===== config.mk =====
export PLATFORM = sky130hd
export DESIGN_NAME = isolated_gate_drive_control
export DESIGN_NICKNAME = d
export VERILOG_FILES = /design/src/common/gate_drive_pkg.sv /design/src/rtl/glitch_filter.sv /design/src/rtl/isolated_gate_drive_control.sv
export SDC_FILE = /design/constraint.sdc
export NUM_CORES = 1
export LEC_CHECK = 0
export BUFFER_PORTS_ARGS = -buffer_cell sky130_fd_sc_hd__buf_2
export CORE_MARGIN = 5
export CORE_UTILIZATION = 50
export DETAILED_ROUTE_END_ITERATION = 12
export GPL_ROUTABILITY_DRIVEN = 0
export HOLD_SLACK_MARGIN = 0.08
export PLACE_DENSITY = 0.66
export SLEW_MARGIN = 20
export SYNTH_ARGS = -nofsm -noshare
export SYNTH_HDL_FRONTEND = slang
export SYNTH_HIERARCHICAL = 1
export SYNTH_SLANG_ARGS = --single-unit

===== constraint.sdc =====
create_clock -name clk -period 3.6 [get_ports clk]
set_clock_uncertainty 0.2 [all_clocks]
set_input_delay 0.72 -clock clk [delete_from_list [all_inputs] [get_ports clk]]
set_output_delay 0.72 -clock clk [all_outputs]
set_load 0.1 [all_outputs]

===== src/common/gate_drive_pkg.sv =====
package gate_drive_pkg;

    // =====================================================
    // timing and derived cycle counts at 100 MHz
    // =====================================================
    localparam int CLK_PERIOD_NS = 10;
    localparam int REFRESH_NS = 500;
    localparam int REFRESH_CYCLES = (REFRESH_NS + CLK_PERIOD_NS - 1) / CLK_PERIOD_NS;
    localparam int GLITCH_CYCLES = 8;
    localparam int BLANK_CYCLES = 100;
    localparam int READY_DELAY_CYCLES = 16;
    localparam int WATCHDOG_CYCLES = 3 * REFRESH_CYCLES;
    localparam int CLEAR_MIN_CYCLES = 50;
    localparam int CNT_W = 16;

    // =====================================================
    // synchroniser reset values (pull-down, pull-up, pull-up)
    // =====================================================
    localparam logic CMD_POS_RESET = 1'b0;
    localparam logic CMD_NEG_RESET = 1'b1;
    localparam logic ENABLE_RESET = 1'b1;

    // =====================================================
    // bundled status flags
    // =====================================================
    typedef struct packed {
        logic inLockout;
        logic outLockout;
        logic linkFault;
    } health_s;

    // output-side state
    typedef enum logic [1:0] {
        ST_OFF = 2'b00,
        ST_BLANK = 2'b01,
        ST_ON = 2'b10,
        ST_FAULT = 2'b11
    } drive_state_e;

endpackage


===== src/rtl/glitch_filter.sv =====
`timescale 1ns/1ns
`default_nettype none

module glitch_filter #(
    parameter int DEPTH = 8,
    parameter logic INIT = 1'b0
) (
    // clock and reset
    input wire logic clk,
    input wire logic rst_n,
    // raw asynchronous level and its filtered copy
    input wire logic rawIn,
    output logic filtOut
);

    logic syncA_reg;
    logic syncB_reg;
    logic [15:0] runCnt_reg;

    // two-stage synchroniser
    always_ff @(posedge clk)
    begin
        if (!rst_n)
        begin
            syncA_reg <= INIT;
            syncB_reg <= INIT;
        end
        else
        begin
            syncA_reg <= rawIn;
            syncB_reg <= syncA_reg;
        end
    end

    // output changes only after DEPTH steady cycles
    always_ff @(posedge clk)
    begin
        if (!rst_n)
        begin
            runCnt_reg <= 16'h0000;
            filtOut <= INIT;
        end
        else if (syncB_reg == filtOut)
        begin
            runCnt_reg <= 16'h0000;
        end
        else if (runCnt_reg >= 16'(DEPTH - 1))
        begin
            runCnt_reg <= 16'h0000;
            filtOut <= syncB_reg;
        end
        else
        begin
            runCnt_reg <= runCnt_reg + 16'h0001;
        end
    end

endmodule

`default_nettype wire


===== src/rtl/isolated_gate_drive_control.sv =====
// Contract
// - gate is on only for positive command high, negative command low, enable high.
// - command pulses shorter than the minimum width never change the gate.
// - undriven positive command reads low and negative command reads high.
// - input-side lockout sends off, forces gate off and ignores commands.
// - output-side lockout forces gate off and ignores incoming commands.
// - health is high only with no lockout and a sound link; output lockout is delayed.
// - health never latches and needs no clearing.
// - the input side resends the current command every 500 ns.
// - a watchdog forces gate off and drops health when resends stop arriving.
// - a saturation event while on and past blanking forces off and sets the fault.
// - saturation is judged only after a blanking interval from turn-on.
// - the fault output is active-low open drain and holds until cleared.
// - the fault clears on enable rising only after a long enough low time.
// - holding enable low shuts the input logic and keeps the gate off.
// - the sink clamp turns on when the gate falls near the negative rail while off.
`timescale 1ns/1ns
`default_nettype none

module isolated_gate_drive_control #(
    parameter int GLITCH_CYCLES = gate_drive_pkg::GLITCH_CYCLES,
    parameter int BLANK_CYCLES = gate_drive_pkg::BLANK_CYCLES,
    parameter int READY_DELAY_CYCLES = gate_drive_pkg::READY_DELAY_CYCLES,
    parameter int REFRESH_CYCLES = gate_drive_pkg::REFRESH_CYCLES,
    parameter int WATCHDOG_CYCLES = gate_drive_pkg::WATCHDOG_CYCLES,
    parameter int CLEAR_MIN_CYCLES = gate_drive_pkg::CLEAR_MIN_CYCLES
) (
    // clock and reset
    input wire logic clk,
    input wire logic rst_n,
    // controller command pins
    input wire logic cmdPos,
    input wire logic cmdNeg,
    input wire logic enable_n,
    // analog comparator levels
    input wire logic inSupplyLockout,
    input wire logic outSupplyLockout,
    input wire logic satSenseHigh,
    input wire logic gateNearRail,
    // link fault injection (link path break)
    input wire logic linkBreak,
    // gate stage controls
    output logic gateOn,
    output logic clampOn,
    // open-drain status pins
    output logic desatFault_n,
    output logic desatFaultOe,
    output logic ready,
    output logic readyOe
);

    localparam int W = gate_drive_pkg::CNT_W;

    logic posF, negF, enF;
    logic inLockA_reg, inLock_reg, outLockA_reg, outLock_reg;
    logic satA_reg, sat_reg, railA_reg, rail_reg;
    logic cmdWanted;
    logic [W-1:0] refreshCnt_reg;
    logic linkStrobe_reg, linkData_reg;
    logic rxCmd_reg;
    logic [W-1:0] wdCnt_reg;
    logic linkFault;
    logic [W-1:0] rdyDelay_reg;
    logic outLockDelayed;
    gate_drive_pkg::health_s health;
    gate_drive_pkg::drive_state_e state_reg;
    logic [W-1:0] blankCnt_reg;
    logic faultLatch_reg;
    logic [W-1:0] lowCnt_reg;
    logic enPrev_reg;
    logic clearPulse;
    logic forceOff;

    // =====================================================
    // input conditioning
    // =====================================================
    glitch_filter #(.DEPTH(GLITCH_CYCLES), .INIT(gate_drive_pkg::CMD_POS_RESET)) posFilt (
        .clk(clk), .rst_n(rst_n), .rawIn(cmdPos), .filtOut(posF));
    glitch_filter #(.DEPTH(GLITCH_CYCLES), .INIT(gate_drive_pkg::CMD_NEG_RESET)) negFilt (
        .clk(clk), .rst_n(rst_n), .rawIn(cmdNeg), .filtOut(negF));
    glitch_filter #(.DEPTH(GLITCH_CYCLES), .INIT(gate_drive_pkg::ENABLE_RESET)) enFilt (
        .clk(clk), .rst_n(rst_n), .rawIn(enable_n), .filtOut(enF));

    // two-flop synchronisers for comparator levels
    always_ff @(posedge clk)
    begin
        if (!rst_n)
        begin
            inLockA_reg <= 1'b1;
            inLock_reg <= 1'b1;
            outLockA_reg <= 1'b1;
            outLock_reg <= 1'b1;
            satA_reg <= 1'b0;
            sat_reg <= 1'b0;
            railA_reg <= 1'b0;
            rail_reg <= 1'b0;
        end
        else
        begin
            inLockA_reg <= inSupplyLockout;
            inLock_reg <= inLockA_reg;
            outLockA_reg <= outSupplyLockout;
            outLock_reg <= outLockA_reg;
            satA_reg <= satSenseHigh;
            sat_reg <= satA_reg;
            railA_reg <= gateNearRail;
            rail_reg <= railA_reg;
        end
    end

    // =====================================================
    // input side: command decode and periodic resend
    // =====================================================
    // lockout or enable low force an off command onto the link
    assign cmdWanted = posF && !negF && enF && !inLock_reg;

    always_ff @(posedge clk)
    begin
        if (!rst_n)
        begin
            refreshCnt_reg <= '0;
            linkStrobe_reg <= 1'b0;
            linkData_reg <= 1'b0;
        end
        else
        begin
            linkStrobe_reg <= 1'b0;
            if (refreshCnt_reg >= W'(REFRESH_CYCLES - 1) || cmdWanted != linkData_reg)
            begin
                refreshCnt_reg <= '0;
                linkStrobe_reg <= !linkBreak;
                linkData_reg <= cmdWanted;
            end
            else
            begin
                refreshCnt_reg <= refreshCnt_reg + 1'b1;
            end
        end
    end

    // =====================================================
    // output side: receive, watchdog, lockout delay
    // =====================================================
    always_ff @(posedge clk)
    begin
        if (!rst_n)
        begin
            rxCmd_reg <= 1'b0;
            wdCnt_reg <= '0;
        end
        else if (linkStrobe_reg)
        begin
            rxCmd_reg <= linkData_reg && !outLock_reg;
            wdCnt_reg <= '0;
        end
        else
        begin
            if (outLock_reg)
            begin
                rxCmd_reg <= 1'b0;
            end
            if (!linkFault)
            begin
                wdCnt_reg <= wdCnt_reg + 1'b1;
            end
        end
    end

    assign linkFault = wdCnt_reg >= W'(WATCHDOG_CYCLES);

    // output lockout reaches health only after a delay
    always_ff @(posedge clk)
    begin
        if (!rst_n || !outLock_reg)
        begin
            rdyDelay_reg <= '0;
        end
        else if (!outLockDelayed)
        begin
            rdyDelay_reg <= rdyDelay_reg + 1'b1;
        end
    end

    assign outLockDelayed = rdyDelay_reg >= W'(READY_DELAY_CYCLES);
    assign health = '{inLockout: inLock_reg, outLockout: outLockDelayed, linkFault: linkFault};

    // =====================================================
    // gate state machine with blanking and saturation check
    // =====================================================
    assign forceOff = !rxCmd_reg || outLock_reg || linkFault || faultLatch_reg;

    always_ff @(posedge clk)
    begin
        if (!rst_n)
        begin
            state_reg <= gate_drive_pkg::ST_OFF;
            blankCnt_reg <= '0;
        end
        else
        begin
            case (state_reg)
                gate_drive_pkg::ST_OFF:
                begin
                    blankCnt_reg <= '0;
                    if (!forceOff)
                    begin
                        state_reg <= gate_drive_pkg::ST_BLANK;
                    end
                end
                gate_drive_pkg::ST_BLANK:
                begin
                    blankCnt_reg <= blankCnt_reg + 1'b1;
                    if (forceOff)
                    begin
                        state_reg <= gate_drive_pkg::ST_OFF;
                    end
                    else if (blankCnt_reg >= W'(BLANK_CYCLES - 1))
                    begin
                        state_reg <= gate_drive_pkg::ST_ON;
                    end
                end
                gate_drive_pkg::ST_ON:
                begin
                    if (sat_reg)
                    begin
                        state_reg <= gate_drive_pkg::ST_FAULT;
                    end
                    else if (forceOff)
                    begin
                        state_reg <= gate_drive_pkg::ST_OFF;
                    end
                end
                gate_drive_pkg::ST_FAULT:
                begin
                    if (!faultLatch_reg)
                    begin
                        state_reg <= gate_drive_pkg::ST_OFF;
                    end
                end
                default:
                begin
                    state_reg <= gate_drive_pkg::ST_OFF;
                end
            endcase
        end
    end

    // =====================================================
    // fault latch and qualified clear
    // =====================================================
    always_ff @(posedge clk)
    begin
        if (!rst_n)
        begin
            enPrev_reg <= gate_drive_pkg::ENABLE_RESET;
            lowCnt_reg <= '0;
        end
        else
        begin
            enPrev_reg <= enF;
            if (enF)
            begin
                lowCnt_reg <= '0;
            end
            else if (lowCnt_reg < W'(CLEAR_MIN_CYCLES))
            begin
                lowCnt_reg <= lowCnt_reg + 1'b1;
            end
        end
    end

    assign clearPulse = enF && !enPrev_reg && lowCnt_reg >= W'(CLEAR_MIN_CYCLES);

    // set wins over clear
    always_ff @(posedge clk)
    begin
        if (!rst_n)
        begin
            faultLatch_reg <= 1'b0;
        end
        else if (state_reg == gate_drive_pkg::ST_ON && sat_reg)
        begin
            faultLatch_reg <= 1'b1;
        end
        else if (clearPulse)
        begin
            faultLatch_reg <= 1'b0;
        end
    end

    // =====================================================
    // outputs
    // =====================================================
    assign gateOn = (state_reg == gate_drive_pkg::ST_BLANK || state_reg == gate_drive_pkg::ST_ON)
        && !forceOff && !(state_reg == gate_drive_pkg::ST_ON && sat_reg);
    assign clampOn = !gateOn && rail_reg;
    assign desatFault_n = !faultLatch_reg;
    assign desatFaultOe = faultLatch_reg; // pulled low only
    assign ready = !(health.inLockout || health.outLockout || health.linkFault);
    assign readyOe = !ready;

    // =====================================================
    // checks
    // =====================================================
    chk_gate_needs_cmd: assert property (@(posedge clk) disable iff (!rst_n)
        gateOn |-> rxCmd_reg && !faultLatch_reg)
        else $error("gate on without a valid command");
    chk_lockout_forces_off: assert property (@(posedge clk) disable iff (!rst_n)
        outLock_reg |-> !gateOn)
        else $error("gate on during output lockout");
    chk_in_lock_off: assert property (@(posedge clk) disable iff (!rst_n)
        inLock_reg [*3] |-> !cmdWanted ##1 !linkData_reg)
        else $error("command sent during input lockout");
    chk_refresh_period: assert property (@(posedge clk) disable iff (!rst_n)
        linkStrobe_reg && !linkBreak |-> ##[1:50] (linkStrobe_reg || linkBreak))
        else $error("command resend missing");
    chk_watchdog_off: assert property (@(posedge clk) disable iff (!rst_n)
        linkFault |-> !gateOn && !ready)
        else $error("watchdog fault not acted on");
    chk_fault_holds: assert property (@(posedge clk) disable iff (!rst_n)
        faultLatch_reg && !clearPulse |=> faultLatch_reg)
        else $error("fault dropped without clear");
    chk_fault_sets: assert property (@(posedge clk) disable iff (!rst_n)
        state_reg == gate_drive_pkg::ST_ON && sat_reg |=> !desatFault_n && !gateOn)
        else $error("saturation not latched");
    chk_blank_no_fault: assert property (@(posedge clk) disable iff (!rst_n)
        state_reg == gate_drive_pkg::ST_BLANK && !faultLatch_reg |=> !$rose(faultLatch_reg))
        else $error("fault during blanking");
    chk_short_low_keeps: assert property (@(posedge clk) disable iff (!rst_n)
        $rose(enF) && lowCnt_reg < W'(CLEAR_MIN_CYCLES) && faultLatch_reg |=> faultLatch_reg)
        else $error("short enable pulse cleared fault");
    chk_enable_off: assert property (@(posedge clk) disable iff (!rst_n)
        !enF |-> !cmdWanted)
        else $error("command while disabled");
    chk_clamp_off_gate: assert property (@(posedge clk) disable iff (!rst_n)
        clampOn |-> !gateOn)
        else $error("clamp with gate on");
    chk_ready_delay: assert property (@(posedge clk) disable iff (!rst_n)
        $rose(outLock_reg) |-> !outLockDelayed)
        else $error("output lockout reached health too early");

endmodule

`default_nettype wire


* After elaboration in Yosys (flattened, before gate mapping)
Index checks and enable logic that the tools add are counted.
** Storage, ports and cells
- Bits of input ports :: 10
- Register bits after elaboration :: 152
- Logic and storage cells :: 120
- Output and inout port bits :: 6
** Operators by class
- Bitwise logic cells :: 4
- Multiplexer cells :: 12
- Equality and inequality tests :: 11
- Magnitude comparators :: 9
- Reduce and logical (&&, ||, !) cells :: 45
- Add/subtract/negate cells :: 8
** Operators by type and width (number)
- adder 16 x 1 -> 16 bit, second input constant :: 8
- greater-or-equal comparator 16 x 3 -> 1 bit, second input constant :: 3
- greater-or-equal comparator 16 x 6 -> 1 bit, second input constant :: 2
- one-hot mux 16 bit (2 select lines) :: 1
- greater-or-equal comparator 16 x 5 -> 1 bit, second input constant :: 1
- greater-or-equal comparator 16 x 7 -> 1 bit, second input constant :: 1
- greater-or-equal comparator 16 x 8 -> 1 bit, second input constant :: 1
- less-than comparator 16 x 6 -> 1 bit, second input constant :: 1
- zero test 1 bit :: 12
- 2-to-1 mux 2 bit :: 6
- logical AND 1 bit :: 10
- OR reduction 3 bit :: 3
- logical OR 1 bit :: 8
- one-hot mux 2 bit (4 select lines) :: 1
- AND reduction 2 bit :: 4
- inequality test 3 bit, second input constant :: 2
- nonzero test 2 bit :: 3
- OR reduction 2 bit :: 3
- == test 2 bit, second input constant :: 2
- 2-to-1 mux 1 bit :: 4
- inequality test 2 bit, second input constant :: 2
- NOT 1 bit :: 4
- AND reduction 4 bit :: 1
- == test 1 bit :: 3
- other kinds (3) :: 3

* Depth between registers and ports, before layout
Gate-level depths: netlist of the first run.
- Depth in word-level cells :: 9
- Mapped depth :: 8
- Depth with buffers taken out :: 7

* Cells and area by module
Netlist of the first run, hierarchy kept.
** Modules (own cells, without submodules)
- isolated_gate_drive_control :: sequential area each 1901.8 µm², instances 1, area an instance 3747.3 µm², cells an instance 385
- glitch_filter (enFilt ...) :: sequential area each 380.4 µm², instances 2, area an instance 568.0 µm², cells an instance 42
- glitch_filter (posFilt) :: sequential area each 380.4 µm², instances 1, area an instance 554.3 µm², cells an instance 42

* Least setup slack after synthesis of the first run
Ideal clock, no wire load.
- Kind :: register -> output
- From :: register wdCnt_reg[0]
- To :: output clampOn
- Data required time :: 2.680 ns
- Arrival :: 3.349 ns
- Path buffers :: 0
- Cell stages (with the launch flop) :: 8
- Slack :: -0.669 ns
- Cell sequence :: dfxtp_1 inv_1 ha_1 o21ai_1 a21oi_2 or2_1 nor2_1 nor2b_1
** Between the ends
- Longest elaborated chain between the ends :: 8
** Ends and longest elaborated chain
- start: declaration :: RTL line isolated_gate_drive_control.sv:61 : logic [W-1:0] wdCnt_reg;
- start signal: assignment :: RTL line isolated_gate_drive_control.sv:164 : wdCnt_reg <= wdCnt_reg + 1'b1;
- greater-or-equal comparator 16 x 8 -> 1 bit :: RTL line isolated_gate_drive_control.sv:169 : assign linkFault = wdCnt_reg >= W'(WATCHDOG_CYCLES);
- logical OR 1 bit (2 in a row) :: RTL line isolated_gate_drive_control.sv:190 : assign forceOff = !rxCmd_reg || outLock_reg || linkFault || faultLatch_reg;
- zero test 1 bit :: RTL line isolated_gate_drive_control.sv:295 : && !forceOff && !(state_reg == gate_drive_pkg::ST_ON && sat_reg);
- logical AND 1 bit (2 in a row) :: RTL line isolated_gate_drive_control.sv:295
- via gateOn :: RTL line isolated_gate_drive_control.sv:43 : output logic gateOn,
- zero test 1 bit :: RTL line isolated_gate_drive_control.sv:296 : assign clampOn = !gateOn && rail_reg;
- logical AND 1 bit :: RTL line isolated_gate_drive_control.sv:296
- end: declaration :: RTL line isolated_gate_drive_control.sv:44 : output logic clampOn,
The timed path passes the listed nets, and every way through them passes these cells.

* Worst setup path after layout of the first run
- From :: register wdCnt_reg[0]
- To :: output gateOn
** Between the ends
- Longest elaborated chain between the ends :: 6
** Ends and longest elaborated chain (RTL line)
- greater-or-equal comparator 16 x 8 -> 1 bit :: isolated_gate_drive_control.sv:169
- logical OR 1 bit (2 in a row) :: isolated_gate_drive_control.sv:190
- zero test 1 bit :: isolated_gate_drive_control.sv:295
- logical AND 1 bit (2 in a row) :: isolated_gate_drive_control.sv:295
- end: declaration :: isolated_gate_drive_control.sv:43
No other way between the ends.

==> results of run 1 <==
[metal layers]
metal  vias to the layer above  global-route usage, %  wire, µm
met4                         0                  4.909        79
met1                      1683                  19.42      4355
met2                        51                  23.93      4189
met5                         -                      0         0
li1                       1860                      -         -
met3                         8                  6.237       366
[worst paths after layout]
| check | startpoint | endpoint | slack, ns | cells past startpoint |
|---|---|---|---|---|
| worst min register to register | enFilt/syncA_reg | enFilt/syncB_reg | 0.21 | 1 |
| worst min-delay path | linkBreak | linkStrobe_reg | 0.18 | 2 |
| worst max register to register | state_reg[1] | state_reg[0] | 1.08 | 7 |
| worst max-delay path | wdCnt_reg[0] | gateOn | 0.33 | 7 |
[power by group]
group / internal, mW / switching (mW)
registers: 1.73 / 0.0256
clock network: 1.11 / 0.660
logic: 0.0379 / 0.0701
[synthesized netlist by cell type (all sizes together) (2+ instances only)]
cell type	n
a211oi	5
a21oi	14
a311oi	4
a31oi	3
a41oi	2
and2	25
and3	18
clkbuf	9
conb	4
dfxtp	152
ha	17
inv	21
mux2i	7
nand2	29
nand2b	12
nand3	24
nand4	11
nor2	40
nor2b	5
nor3	25
nor3b	3
nor4	19
nor4b	3
o211ai	3
o21ai	8
o31ai	3
or2	2
xnor2	15
xor2	14
[area by class of cell]
type / count / area (µm²) / share of cell area, %
Clock buffer: 17 / 414.1 / 6.460
Clock inverter: 13 / 180.2 / 2.810
Inverter: 21 / 78.83 / 1.230
Multi-Input combinational cell: 370 / 2437 / 38.02
Sequential cell: 152 / 3043 / 47.46
Tap cell: 140 / 175.2 / 2.732
Timing Repair Buffer: 16 / 82.58 / 1.288
[worst reg2reg max path, stage by stage, from the launching register on]
cell and delay [ns]:
dfxtp_1 0.34, inv_1 0.09, ha_1 0.52, nor4b_4 0.30
o2111ai_1 0.20, a2111oi_2 0.44, nor3b_2 0.10, o221a_1 0.23
[cell families (layout without fill, tap and decap cells)]
logic type / Yosys count / count (layout) / share of synthesized area (%)
AO/OA/AOI/OAI: 48 / 48 / 6.443
flip-flops: 152 / 152 / 55.96
XOR/XNOR: 29 / 29 / 4.671
buffers and inverters: 31 / 67 / 2.209
other: 4 / 46 / 0.2760
AND/OR/NAND/NOR: 223 / 223 / 25.24
adder cells (fa/ha/maj): 17 / 17 / 3.912
multiplexers: 7 / 7 / 1.289
[through the flow]
step	hold WS [ns]	worst slack, ns	instances	area [µm²]
2_1_floorplan	0.1863	0.1042	553	5600
3_3_place_gp	0.1926	0.9376	699	5817
3_5_place_dp	0.1939	0.8624	699	5817
4_1_cts	0.1566	0.2903	729	6411
5_1_grt	0.1478	0.1558	729	6411
6_report	0.1780	0.3328	729	6411
==> results.json, run 1 <==
{
  "final_cell_mix": "152 x dfxtp_1, 46 x conb_1, 39 x nor2_1, 28 x nand2_1",
  "crit_path_max_incr_delay_ns": 0.44,
  "synth-edff-count": 0,
  "die_h_um": 114.3,
  "antenna_found_initial": 0,
  "clk_latency_ns": 0.51,
  "die_w_um": 114.3,
  "synth_seq_area_share_pct": 55.96,
  "drc_errors": 0,
  "maxSlewHeadroom_pct": 58.63,
  "post-cts-setup-buffers": 0,
  "tightest_slew_ns": 0.6183,
  "yosys_warnings": 6,
  "yosysTopAreaCellShare_pct": 55.96,
  "synth_area_leaders": "dfxtp_1 56%, ha_1 3.9%, and2_1 2.9%, nor2_1 2.8%, nor4_4 2.7%",
  "powerDensity_nw_per_um2": 566.8,
  "die-area_um2": 13060,
  "worstPathRequired_ns": 2.68,
  "start_kind": "flip-flop",
  "timing_max_transition_violations_final": 0,
  "port_buffers": 15,
  "drive_above_1_share_pct": 13.07,
  "syn_to_final_growth_pct": 17.90,
  "synthArstFlopShare_pct": 0,
  "irDropWorstVdd_mv": 0.5028,
  "cts_root_buf": "clkbuf_8",
  "crit_type": "flip-flop to output port",
  "ant_nets": 0,
  "vias": 3602,
  "cp_top_family": "buffers and inverters",
  "drv_cap": 0,
  "finalHoldViolations": 0,
  "crit_buf_inv": 2,
  "period_share_pct": 90.76,
  "finalSetupViolations": 0,
  "wl_um": 8991,
  "dr.pass1.iters": 4,
  "hold_class": "input port to flip-flop",
  "track_usage_pct": 15.33,
  "yosysTopAreaCell": "dfxtp_1",
  "dp_hpwl_um": 6170,
  "ys_seq_elements": 152,
  "io_pins": 16,
  "status": "completed",
  "core_um2": 10750,
  "critical_path_arrival_ns": 2.35,
  "power.leakage_nw": 2.554,
  "ys.flop_type": "dfxtp_1",
  "tritoncts": "yes",
  "synthesis.area_um2": 5438,
  "clockBufferDepth": 2,
  "cts_resized": 0,
  "crit_path_max_fanout": 8,
  "crit_chain": "inv_1 -> ha_1 -> o21ai_1 -> a21oi_2 -> or2_1 -> nor2_2 -> buf_2",
  "gr-total-overflow": 0,
  "rows": 38,
  "drt_iter0_markers": 229,
  "cts_buffers": 17,
  "antennaDiodeCount": 0,
  "nFillCells": 913,
  "vias_per_cell": 4.941,
  "fmax_mhz": 306.1,
  "wire_per_inst_um": 12.33,
  "grt_pass1_vias": 3528,
  "period_minus_slack_ns": 3.267,
  "ys_types": 55,
  "hold_buffers": 0,
  "start_util_pct": 50.61,
  "final_util_pct": 59.66,
  "synthCells": 511,
  "syn_avg_cell_area_um2": 10.64,
  "mostFrequentLayoutCell": "dfxtp_1",
  "end_kind": "output port",
  "grt_max_degree": 44,
  "grt_pass1_wl_um": 16000,
  "rsz0062_at_grt": "false",
  "clkSinkCount": 152,
  "clk_pin_slew_ns": 0.06,
  "cts_max_level": 4,
  "critPathSlowestCell": "buf_2",
  "total_power_mw": 3.634,
  "fin_tns_setup_ns": 0,
  "finalNetCount": 605
}
Note: power is estimated with default switching activity, not from simulation.
==> run 2, diff against run 1 <==
==> constraint.sdc (replaced) <==
create_clock -name clk -period 3.6 [get_ports clk]
set_clock_uncertainty 0.2 [all_clocks]
set_input_delay 0.72 -clock clk [delete_from_list [all_inputs] [get_ports clk]]
set_output_delay 0.72 -clock clk [all_outputs]
set_load 0.005 [all_outputs]
==> run 2 against run 1 <==
Die area did not move; worst hold slack got worse by 0.012 ns; core utilization fell by 0.56 points; largest power group is now registers; critical path type unchanged; sequential power barely moved; sequential share of layout area rose by 0.45 points; design area fell by 0.94%; largest cell class unchanged.
==> results.json, run 2 (synthesized netlist as in run 1, its figures left out) <==
{
  "status": "completed",
  "start_kind": "flip-flop",
  "pwr-share-comb_pct": 2.9,
  "wire_per_inst_um": 12.09,
  "tritoncts": "yes",
  "antennaDiodeCount": 0,
  "nFillCells": 944,
  "post-cts-setup-buffers": 0,
  "critPathSlowestCell": "dfxtp_1",
  "fin_tns_setup_ns": 0,
  "vias_per_cell": 4.911,
  "cts_buffers": 17,
  "p_int_mw": 2.654,
  "die_w_um": 114.3,
  "irDropWorstVdd_mv": 0.3238,
  "track_usage_pct": 14.96,
  "finalSetupViolations": 0,
  "grt_pass1_wl_um": 15650,
  "vias": 3590,
  "mostFrequentLayoutCell": "dfxtp_1",
  "rsz0062_at_grt": "false",
  "crit_path_max_fanout": 8,
  "seq_power_share_pct": 51.2,
  "end_kind": "output port",
  "dr.pass1.iters": 4,
  "p_clk_share_pct": 45.9,
  "timing_max_transition_violations_final": 0,
  "crit_type": "flip-flop to output port",
  "final_cell_mix": "152 x dfxtp_1, 46 x conb_1, 40 x nor2_1, 28 x nand2_1",
  "drv_cap": 0,
  "grt_max_degree": 44,
  "period_share_pct": 85.34,
  "drt_iter0_markers": 180,
  "hold_slack_ns": 0.1662,
  "r2r_slack_ns": 1.11,
  "drc_errors": 0,
  "fmax_mhz": 325.5,
  "io_pins": 16,
  "crit_buf_inv": 2,
  "finalHoldViolations": 0,
  "critical_path_arrival_ns": 2.15,
  "p_switching_mw": 0.7663,
  "cts_max_level": 4,
  "powerDensity_nw_per_um2": 538.6,
  "grt_pass1_vias": 3530,
  "port_buffers": 15,
  "power.leakage_nw": 2.526,
  "hold_buffers": 0,
  "maxSlewHeadroom_pct": 58.37,
  "wl_um": 8841,
  "core_um2": 10750,
  "hold_class": "input port to flip-flop",
  "rows": 38,
  "crit_chain": "inv_1 -> ha_1 -> o21ai_1 -> a21oi_2 -> or2_1 -> nor2_1 -> nor2b_1 -> buf_2",
  "worstPathRequired_ns": 2.68,
  "dp_hpwl_um": 6124,
  "clk_pin_slew_ns": 0.06,
  "final-seq-area_um2": 3043,
  "crit_path_max_incr_delay_ns": 0.40,
  "die-area_um2": 13060,
  "syn_to_final_growth_pct": 16.80,
  "cts_resized": 0,
  "ant_nets": 0,
  "multi_input_area_um2": 2432,
  "cts_root_buf": "clkbuf_8",
  "start_util_pct": 50.61,
  "finalNetCount": 605,
  "clk_latency_ns": 0.52,
  "antenna_found_initial": 0,
  "gr-total-overflow": 0,
  "swShare_pct": 22.40,
  "die_h_um": 114.3,
  "period_minus_slack_ns": 3.072,
  "drive_above_1_share_pct": 12.86,
  "clkSinkCount": 152,
  "cp_top_family": "simple AND/OR/NAND/NOR gates",
  "clockBufferDepth": 2,
  "tightest_slew_ns": 0.6221
}
[run 2: changes by cell type in the layout (fill, tap and decap cells not counted), sizes merged]
cell	previous run	this run
bufinv	4	0
clkbuf	17	20
clkinv	5	6
inv	22	24
[run 2: path summary, 6_finish.rpt]
check / cells past startpoint / from / end
worst max-delay path: 8 / wdCnt_reg[0] / clampOn
worst min-delay path: 2 / linkBreak / linkStrobe_reg
worst max register to register: 7 / state_reg[1] / state_reg[0]
worst min register to register: 1 / enFilt/syncA_reg / enFilt/syncB_reg
[run 2: metal layers]
layer | share of wire (%) | vias to the layer above | global-route usage (%)
met3 | 3.3 | 13 | 4.440
met1 | 50 | 1662 | 18.52
met2 | 45 | 56 | 23.50
li1 | - | 1859 | -
met4 | 1.8 | 0 | 7.997
met5 | 0 | - | 0
[run 2: cell type report]
type	count	area share [%]
flip-flops and latches	152	47.91
repair buffers	16	1.300
clock buffers	20	7.013
multi-input cells	370	38.30
clock inverters	12	1.478
inverters	21	1.241
well taps	140	2.758
[run 2: power by group through the flow]
stage | clock network, mW | registers (mW) | logic, mW
2_1_floorplan | 0 | 1.78 | 0.0743
3_3_place_gp | 0 | 1.79 | 0.0956
3_5_place_dp | 0 | 1.79 | 0.0976
4_1_cts | 1.61 | 1.75 | 0.0990
5_1_grt | 1.69 | 1.76 | 0.114
6_report | 1.57 | 1.75 | 0.0993
[run 2: metrics by stage]
stage / cell area, µm² / utilization (%) / setup WS, ns / instances / total power [mW]
3_5_place_dp: 5812 / 54.09 / 1.055 / 699 / 1.886
3_3_place_gp: 5812 / 54.09 / 1.155 / 699 / 1.882
6_report: 6351 / 59.11 / 0.5279 / 731 / 3.420
5_1_grt: 6351 / 59.11 / 0.3737 / 731 / 3.555
2_1_floorplan: 5595 / - / 1.343 / 553 / 1.857
4_1_cts: 6351 / 59.11 / 0.4671 / 731 / 3.460
